--- src/bba_cfg.svh ---
`ifndef BBA_CFG_SVH
`define BBA_CFG_SVH

////////////////////////////////////////////////////////////
// File register map
`define BBA_ADDR_TIMER 7'h01
`define BBA_ADDR_PTR_LOW 7'h02
`define BBA_ADDR_PORT 7'h05

////////////////////////////////////////////////////////////
// Reset values
`define BBA_W_RESET 8'h00
`define BBA_PTR_RESET 13'h0000
`define BBA_PORT_RESET 8'h00

////////////////////////////////////////////////////////////
// Instruction fields
`define BBA_CLASS_HI 13
`define BBA_CLASS_LO 12
`define BBA_CLASS_BYTE 2'h0
`define BBA_CLASS_BIT 2'h1
`define BBA_CLASS_LIT 2'h3
`define BBA_BSEL_HI 11
`define BBA_BSEL_LO 10
`define BBA_BSEL_CLR 2'h0
`define BBA_BSEL_SET 2'h1
`define BBA_BSEL_SKC 2'h2
`define BBA_BSEL_SKS 2'h3
`define BBA_IDX_HI 9
`define BBA_IDX_LO 7
`define BBA_ADDR_HI 6
`define BBA_ADDR_LO 0
`define BBA_DEST_POS 7
`define BBA_BYTE_OP_HI 11
`define BBA_BYTE_OP_LO 8
`define BBA_BYTE_ADD 4'h7
`define BBA_BYTE_AND 4'h5
`define BBA_LIT_ADD_HI 11
`define BBA_LIT_ADD_LO 9
`define BBA_LIT_ADD 3'h7
`define BBA_LIT_AND 4'h9
`define BBA_K_HI 7
`define BBA_K_LO 0

`endif

--- src/bba_pkg.sv ---
package bba_pkg;

  typedef enum logic [3:0] {
    OP_IDLE_SLOT,
    OP_ADD_LITERAL,
    OP_AND_LITERAL,
    OP_ADD_FILE,
    OP_AND_FILE,
    OP_BIT_CLEAR,
    OP_BIT_SET,
    OP_SKIP_IF_CLEAR,
    OP_SKIP_IF_SET
  } bba_op_t;

  typedef enum logic {
    SLOT_RUN,
    SLOT_IDLE
  } bba_slot_t;

  typedef struct packed {
    bba_op_t op;
    logic dest_file;
    logic [2:0] bit_idx;
    logic [6:0] addr;
    logic [7:0] literal;
  } bba_decode_t;

  typedef struct packed {
    logic carry;
    logic half_carry_bit;
    logic zero;
  } bba_flags_t;

endpackage

--- src/bba_alu.sv ---
`timescale 1ns/1ps
`include "bba_cfg.svh"

module bba_alu import bba_pkg::*; (
  input bba_op_t op,
  input logic [7:0] w_val,
  input logic [7:0] file_val,
  input logic [7:0] literal,
  input logic [2:0] bit_idx,
  input bba_flags_t flags_in,
  output logic [7:0] result,
  output bba_flags_t flags_out,
  output logic test_bit
);

  wire is_lit = (op == OP_ADD_LITERAL) || (op == OP_AND_LITERAL);
  wire [7:0] operand = is_lit ? literal : file_val;
  wire [8:0] sum9 = {1'b0, w_val} + {1'b0, operand};
  wire [4:0] half5 = {1'b0, w_val[3:0]} + {1'b0, operand[3:0]};
  wire [7:0] and8 = w_val & operand;
  wire [7:0] bit_mask = 8'h01 << bit_idx;

  assign test_bit = file_val[bit_idx];

  always_comb begin
    result = file_val;
    flags_out = flags_in;
    case (op)
      OP_ADD_LITERAL, OP_ADD_FILE: begin
        result = sum9[7:0];
        flags_out.carry = sum9[8];
        flags_out.half_carry_bit = half5[4];
        flags_out.zero = (sum9[7:0] == 8'h00);
      end
      OP_AND_LITERAL, OP_AND_FILE: begin
        result = and8;
        flags_out.zero = (and8 == 8'h00);
      end
      OP_BIT_CLEAR: begin
        result = file_val & ~bit_mask;
      end
      OP_BIT_SET: begin
        result = file_val | bit_mask;
      end
      default: begin
        result = file_val;
      end
    endcase
  end

endmodule // bba_alu

--- src/bba_core.sv ---
`timescale 1ns/1ps
`include "bba_cfg.svh"

module bba_core import bba_pkg::*; (
  input wire logic CLK,
  input wire logic RESET,
  input wire logic [13:0] INSTR,
  input wire logic [7:0] PIN_IN,
  input wire logic PRESC_ON_TIMER,
  output logic [12:0] INSTR_ADDR,
  output logic [7:0] W_OUT,
  output bba_flags_t FLAGS,
  output logic [7:0] PORT_LATCH,
  output logic PRESC_CLR,
  output logic IDLE_SLOT
);

  ////////////////////////////////////////////////////////////
  // Decode
  function automatic bba_decode_t decode(input logic [13:0] word);
    bba_decode_t d;
    d.op = OP_IDLE_SLOT;
    d.dest_file = word[`BBA_DEST_POS];
    d.bit_idx = word[`BBA_IDX_HI:`BBA_IDX_LO];
    d.addr = word[`BBA_ADDR_HI:`BBA_ADDR_LO];
    d.literal = word[`BBA_K_HI:`BBA_K_LO];
    case (word[`BBA_CLASS_HI:`BBA_CLASS_LO])
      `BBA_CLASS_BIT: begin
        case (word[`BBA_BSEL_HI:`BBA_BSEL_LO])
          `BBA_BSEL_CLR: d.op = OP_BIT_CLEAR;
          `BBA_BSEL_SET: d.op = OP_BIT_SET;
          `BBA_BSEL_SKC: d.op = OP_SKIP_IF_CLEAR;
          default: d.op = OP_SKIP_IF_SET;
        endcase
      end
      `BBA_CLASS_BYTE: begin
        if (word[`BBA_BYTE_OP_HI:`BBA_BYTE_OP_LO] == `BBA_BYTE_ADD) begin
          d.op = OP_ADD_FILE;
        end else if (word[`BBA_BYTE_OP_HI:`BBA_BYTE_OP_LO] == `BBA_BYTE_AND) begin
          d.op = OP_AND_FILE;
        end
      end
      `BBA_CLASS_LIT: begin
        if (word[`BBA_LIT_ADD_HI:`BBA_LIT_ADD_LO] == `BBA_LIT_ADD) begin
          d.op = OP_ADD_LITERAL;
        end else if (word[`BBA_BYTE_OP_HI:`BBA_BYTE_OP_LO] == `BBA_LIT_AND) begin
          d.op = OP_AND_LITERAL;
        end
      end
      default: d.op = OP_IDLE_SLOT;
    endcase
    return d;
  endfunction

  function automatic logic is_file_op(input bba_op_t op);
    return (op == OP_ADD_FILE) || (op == OP_AND_FILE);
  endfunction

  function automatic logic is_bit_write(input bba_op_t op);
    return (op == OP_BIT_CLEAR) || (op == OP_BIT_SET);
  endfunction

  ////////////////////////////////////////////////////////////
  // State
  logic [7:0] pin_meta_reg;
  logic [7:0] pin_sync_reg;
  logic [7:0] file_mem [0:127];
  logic [12:0] ptr_reg;
  logic [12:0] ptr_next;
  logic [7:0] w_reg;
  logic [7:0] w_next;
  bba_flags_t flags_reg;
  bba_flags_t flags_next;
  logic [7:0] port_reg;
  logic [7:0] port_next;
  logic presc_clr_reg;
  logic presc_clr_next;
  bba_slot_t slot_reg;
  bba_slot_t slot_next;
  logic idle_reg;

  ////////////////////////////////////////////////////////////
  // Datapath
  bba_decode_t dec;
  logic [7:0] alu_result;
  bba_flags_t alu_flags;
  logic alu_test;

  assign dec = decode(INSTR);

  wire running = (slot_reg == SLOT_RUN);
  wire is_port = (dec.addr == `BBA_ADDR_PORT);
  wire [7:0] file_rd = is_port ? pin_sync_reg : file_mem[dec.addr];
  wire file_op = is_file_op(dec.op);
  wire writes_file = running && (is_bit_write(dec.op) || (file_op && dec.dest_file));
  wire writes_w = running && ((dec.op == OP_ADD_LITERAL) || (dec.op == OP_AND_LITERAL) ||
                              (file_op && !dec.dest_file));
  wire flags_upd = running && (file_op || (dec.op == OP_ADD_LITERAL) || (dec.op == OP_AND_LITERAL));
  wire skip_taken = running && (((dec.op == OP_SKIP_IF_CLEAR) && !alu_test) ||
                                ((dec.op == OP_SKIP_IF_SET) && alu_test));
  wire ptr_write = writes_file && (dec.addr == `BBA_ADDR_PTR_LOW);
  wire timer_write = writes_file && (dec.addr == `BBA_ADDR_TIMER);

  bba_alu u_alu (
    .op(dec.op),
    .w_val(w_reg),
    .file_val(file_rd),
    .literal(dec.literal),
    .bit_idx(dec.bit_idx),
    .flags_in(flags_reg),
    .result(alu_result),
    .flags_out(alu_flags),
    .test_bit(alu_test)
  );

  assign slot_next = (skip_taken || ptr_write) ? SLOT_IDLE : SLOT_RUN;
  assign ptr_next = ptr_write ? {ptr_reg[12:8], alu_result} : ptr_reg + 13'h0001;
  assign w_next = writes_w ? alu_result : w_reg;
  assign flags_next = flags_upd ? alu_flags : flags_reg;
  assign port_next = (writes_file && is_port) ? alu_result : port_reg;
  assign presc_clr_next = timer_write && PRESC_ON_TIMER;

  ////////////////////////////////////////////////////////////
  // Registers
  always_ff @(posedge CLK) begin
    pin_meta_reg <= PIN_IN;
    pin_sync_reg <= pin_meta_reg;
  end

  always_ff @(posedge CLK) begin
    if (writes_file) begin
      file_mem[dec.addr] <= alu_result;
    end
  end

  always_ff @(posedge CLK) begin
    if (RESET) begin
      ptr_reg <= `BBA_PTR_RESET;
      w_reg <= `BBA_W_RESET;
      flags_reg <= '0;
      port_reg <= `BBA_PORT_RESET;
      presc_clr_reg <= 1'b0;
      slot_reg <= SLOT_RUN;
      idle_reg <= 1'b0;
    end else begin
      ptr_reg <= ptr_next;
      w_reg <= w_next;
      flags_reg <= flags_next;
      port_reg <= port_next;
      presc_clr_reg <= presc_clr_next;
      slot_reg <= slot_next;
      idle_reg <= (slot_next == SLOT_IDLE);
    end
  end

  assign INSTR_ADDR = ptr_reg;
  assign W_OUT = w_reg;
  assign FLAGS = flags_reg;
  assign PORT_LATCH = port_reg;
  assign PRESC_CLR = presc_clr_reg;
  assign IDLE_SLOT = idle_reg;
endmodule // bba_core

--- config.mk ---
export PLATFORM = sky130hd
export DESIGN_NAME = bba_core
export DESIGN_NICKNAME = d
export VERILOG_FILES = /design/src/bba_pkg.sv /design/src/bba_alu.sv /design/src/bba_core.sv
export VERILOG_INCLUDE_DIRS = /design/src
export SDC_FILE = /design/constraint.sdc
export NUM_CORES = 1
export LEC_CHECK = 0
export BUFFER_PORTS_ARGS = -buffer_cell sky130_fd_sc_hd__buf_2
export CORE_UTILIZATION = 50
export CTS_CLUSTER_DIAMETER = 80
export DETAILED_ROUTE_END_ITERATION = 12
export PLACE_DENSITY = 0.66
export SKIP_CTS_REPAIR_TIMING = 1
export SLEW_MARGIN = 10
export SYNTH_ARGS = -nofsm -noshare
export SYNTH_HDL_FRONTEND = slang
export SYNTH_HIERARCHICAL = 1
export SYNTH_SLANG_ARGS = --single-unit
export TNS_END_PERCENT = 10
--- constraint.sdc ---
create_clock -name CLK -period 14.6 [get_ports CLK]
set_input_delay 2.19 -clock CLK [delete_from_list [all_inputs] [get_ports CLK]]
set_output_delay 2.19 -clock CLK [all_outputs]
set_load 0.02 [all_outputs]
==> results.tsv <==
stage	metric	value	unit
setup_path	Slowest cell on crit path	a2111oi_0	
layout	synthesis-to-layout area growth	11.1	%
sta	Slew headroom	12.3	%
synth	largest family of logic cells by synthesized area	multiplexers	
placed_design	RD Place Congestion	0.925	
setup_path	reg-to-reg startpoint	file_mem[48][3]	
placed_design	HPWL Detailed	77.1	mm
worst_hold_path	worst hold path class	reg -> reg	
global_route	largest net degree at the start of global routing	136	
setup_path	Setup CP Type	in -> reg	
layout	final core utilization	56.5	%
cts	TritonCTS clock tree	done	
setup_path	CP arrival	9.57	ns
global_route	total grt overflow	0	
cts	Skew-Pair Late Insertion Delay	0.68	ns
layout	# diodes	0	
layout	most frequent cells in the layout	1019 x edfxtp_1, 190 x nor2_1, 133 x mux2i_1	
power	total power	6.82	mW
synth	Synth warnings	6	
floorplanning	CORE AREA	85700	µm²
sta	Worst Tran Pin Value	1.31	ns
setup_path	maximum net fanout on the critical path	88	
sta	Setup TNS	0	ns
synth	Post-Syn Area	43600	µm²
synth	adder-cell share of the synthesized area	0.471	%
synth	Yosys cell types	88	
detailed_routing	total wire length	127	mm
setup_path	Worst Path Buf+Inv	5	
floorplanning	die width	297	µm
power	pwr/cell area	141	nW/µm²
synth	EDFF count, synth	1019	
layout	Biggest register	file_mem	
setup_path	WP data required	14.93	ns
synth	post-synthesis mux area share	10.2	%
global_route	initial antenna violation count	2	
status	run status	finished, final reports clean	
synth	Syn Nets	2655	
layout	share of post-route cells with drive strength above 1	17.6	%
layout	commonest non-fill, non-tap cell in the layout	edfxtp_1	
sta	Tmin final	9.24	ns
cts	Reg clk slew, reported paths	0.06	ns
setup_path	RR Endpoint	INSTR_ADDR[5]	
setup_path	crit-path max cell delay	0.89	ns
cts	H-tree depth	3	
setup_path	worst path cell trace	buf_8 > buf_4 > buf_4 > mux2i_1 > a2111oi_0 > a221oi_1 > o21ai_0 > a221o_1 > mux2_2 > ha_1 > inv_1 > fa_1 > nor2b_1 > o31ai_1 > and3b_1 > nor3_1 > or3b_4 > buf_4	
setup_path	flop2flop setup slack	8.56	ns
sta	worst clock skew	0.0273	ns
setup_path	crit path from	INSTR[2]	
sta	Fmax	108	MHz
synth	Mapped Cells	2615	
placed_design	Setup WS pre-CTS	4.84	ns
synth	sequential area share after synthesis	72.5	%
cts	CTS max path bufs	3	
synth	Synth Register Bits	1069	
detailed_routing	drc violations	0	
sta	Final period util	63.3	%
global_route	grt met1 use	38.7	%
global_route	global-route wire length before repair	184	mm
setup_path	R2R cell count	15	
cts	Num CTS Buffers	109	
detailed_routing	1st-pass router iterations	6	
detailed_routing	vias	25900	
cts	Root Buffer	clkbuf_16	
job	Max-Cap Viols	0	
sta	RSZ-0062 raised after global routing	no	
layout	final net count	2710	
synth	Synth Area in XOR/XNOR	0.221	%
synth	Synth Area per Inst	16.7	µm²
power	Leak	15.7	nW
detailed_routing	post-route ant nets	0	
sta	Finish-stage setup viols	0	
setup_path	crit-path leading delay family	buffers and inverters	
setup_path	number of cells on the critical path	18	
sta	Hold Slack	0.324	ns
floorplanning	Placement Rows	107	
floorplanning	Initial Utilization	50.8	%
setup_path	Worst path most repeated cell	buf_4	
detailed_routing	Initial DRC Count	3873	
layout	number of flip-flops in the largest register	1019	
global_route	total track usage	28.8	%
floorplanning	total die area	88300	µm²
detailed_routing	routed vias/inst	6.62	
setup_path	Worst Setup EP	file_mem[106][6]	
cts	total clock sinks	1069	
global_route	vias in the first global route	25300	
setup_path	CP endpoint kind	flop	
setup_path	crit path launch type	primary input	
global_route	Top Usage Layer GRT	met2	
global_route	grt met2 use	44.3	%
synth	fraction of registers with async set/reset	0	%
sta	Slew Limit Fails	0	
floorplanning	# IOs	59	
global_route	met3 Use GR	7.54	%
synth	ys flop type	edfxtp_1	
synth	complex-gate fraction of the synthesized area	8.45	%
sta	Hold Fails Final Rpt	0	
detailed_routing	post-DR wirelength/cell	32.6	µm
placed_design	PortBufs	58	
floorplanning	die height	297	µm
power	worst vdd ir	0.0986	mV
sta	final setup slack of the worst path	5.36	ns
synth	synthesized-area fraction occupied by and/or/nand/nor cells	5.64	%
layout	# fillers	6560	
-- worst register-to-register path, delay by kind of cell, from the launching register on --
kind / cells / cell delay (ns)
fa+ha+maj: 1 / 0.27
flops: 1 / 0.37
compound gates: 7 / 2.32
mux: 2 / 0.71
buf+inv: 2 / 1.37
simple gates: 2 / 0.64
xor+xnor: 1 / 0.26
-- synthesized netlist by cell type, types with 14 or more instances --
library cell | number | share of area (%)
edfxtp_1 | 1019 | 70
nor2_1 | 193 | 1.7
mux2i_1 | 133 | 3.1
mux4_2 | 96 | 5.0
nand2_1 | 95 | 0.82
a221oi_1 | 85 | 1.7
a21oi_1 | 83 | 0.95
mux2_2 | 80 | 2.1
buf_2 | 72 | 0.83
o21ai_0 | 53 | 0.61
clkbuf_1 | 50 | 0.43
dfxtp_1 | 50 | 2.3
nand3_1 | 47 | 0.54
a22oi_1 | 46 | 0.79
nand2b_1 | 39 | 0.56
buf_4 | 32 | 0.55
o22ai_1 | 27 | 0.39
a211oi_1 | 26 | 0.45
a31oi_1 | 23 | 0.33
inv_1 | 22 | 0.19
o2bb2ai_1 | 19 | 0.38
a221o_1 | 15 | 0.34
nor3_1 | 15 | 0.17
a22o_1 | 14 | 0.28
ha_1 | 14 | 0.40
nor2b_1 | 14 | 0.20
o22a_1 | 14 | 0.28
-- routing by layer --
layer	vias to the layer above	wire length, µm	part of all wire (%)
li1	10700	-	-
met1	13100	47900	38
met2	1749	58400	46
met3	315	14900	12
met4	2	6100	4.8
met5	-	13	0.010
-- metrics by stage --
stage / instance area [µm²] / std cells
final: 48400 / 3906
after CTS: 48400 / 3906
after global routing: 48400 / 3906
after detailed placement: 45000 / 3703
after global placement: 44900 / 3700
after floorplan: 43600 / 2615
-- report_power, final --
part,switching (mW),total [mW],internal [mW],leakage (nW)
clock,1.14,2.68,1.54,1.66
combinational,0.459,0.603,0.144,4.33
sequential,0.00680,3.53,3.53,9.67
total,1.61,6.82,5.21,15.7
-- how the worst min path moves through the flow --
stage                    start         endpoint  slack [ns]  cells after the start
6_report       pin_meta_reg[6]  pin_sync_reg[6]        0.32                      0
5_1_grt        pin_meta_reg[6]  pin_sync_reg[6]        0.33                      0
4_1_cts        pin_meta_reg[6]  pin_sync_reg[6]        0.33                      0
3_5_place_dp   pin_meta_reg[4]  pin_sync_reg[4]        0.31                      0
3_3_place_gp   pin_meta_reg[6]  pin_sync_reg[6]        0.31                      0
2_1_floorplan  pin_meta_reg[0]  pin_sync_reg[0]        0.31                      0
-- layout make-up --
type / instances / area [µm²] / area share [%]
flip-flops and latches: 1069 / 31600 / 65.3
multi-input cells: 1346 / 11100 / 22.8
clock buffers: 146 / 2920 / 6.03
well taps: 1144 / 1430 / 2.96
repair buffers: 119 / 807 / 1.67
clock inverters: 57 / 492 / 1.02
inverters: 25 / 93.8 / 0.194
-- logic make-up after synthesis --
| family | Yosys count |
|---|---|
| flops | 1069 |
| xor+xnor | 11 |
| fa+ha+maj | 16 |
| compound gates | 503 |
| mux | 315 |
| buf+inv | 200 |
| simple gates | 501 |
Note: power is estimated with default switching activity, not from simulation.
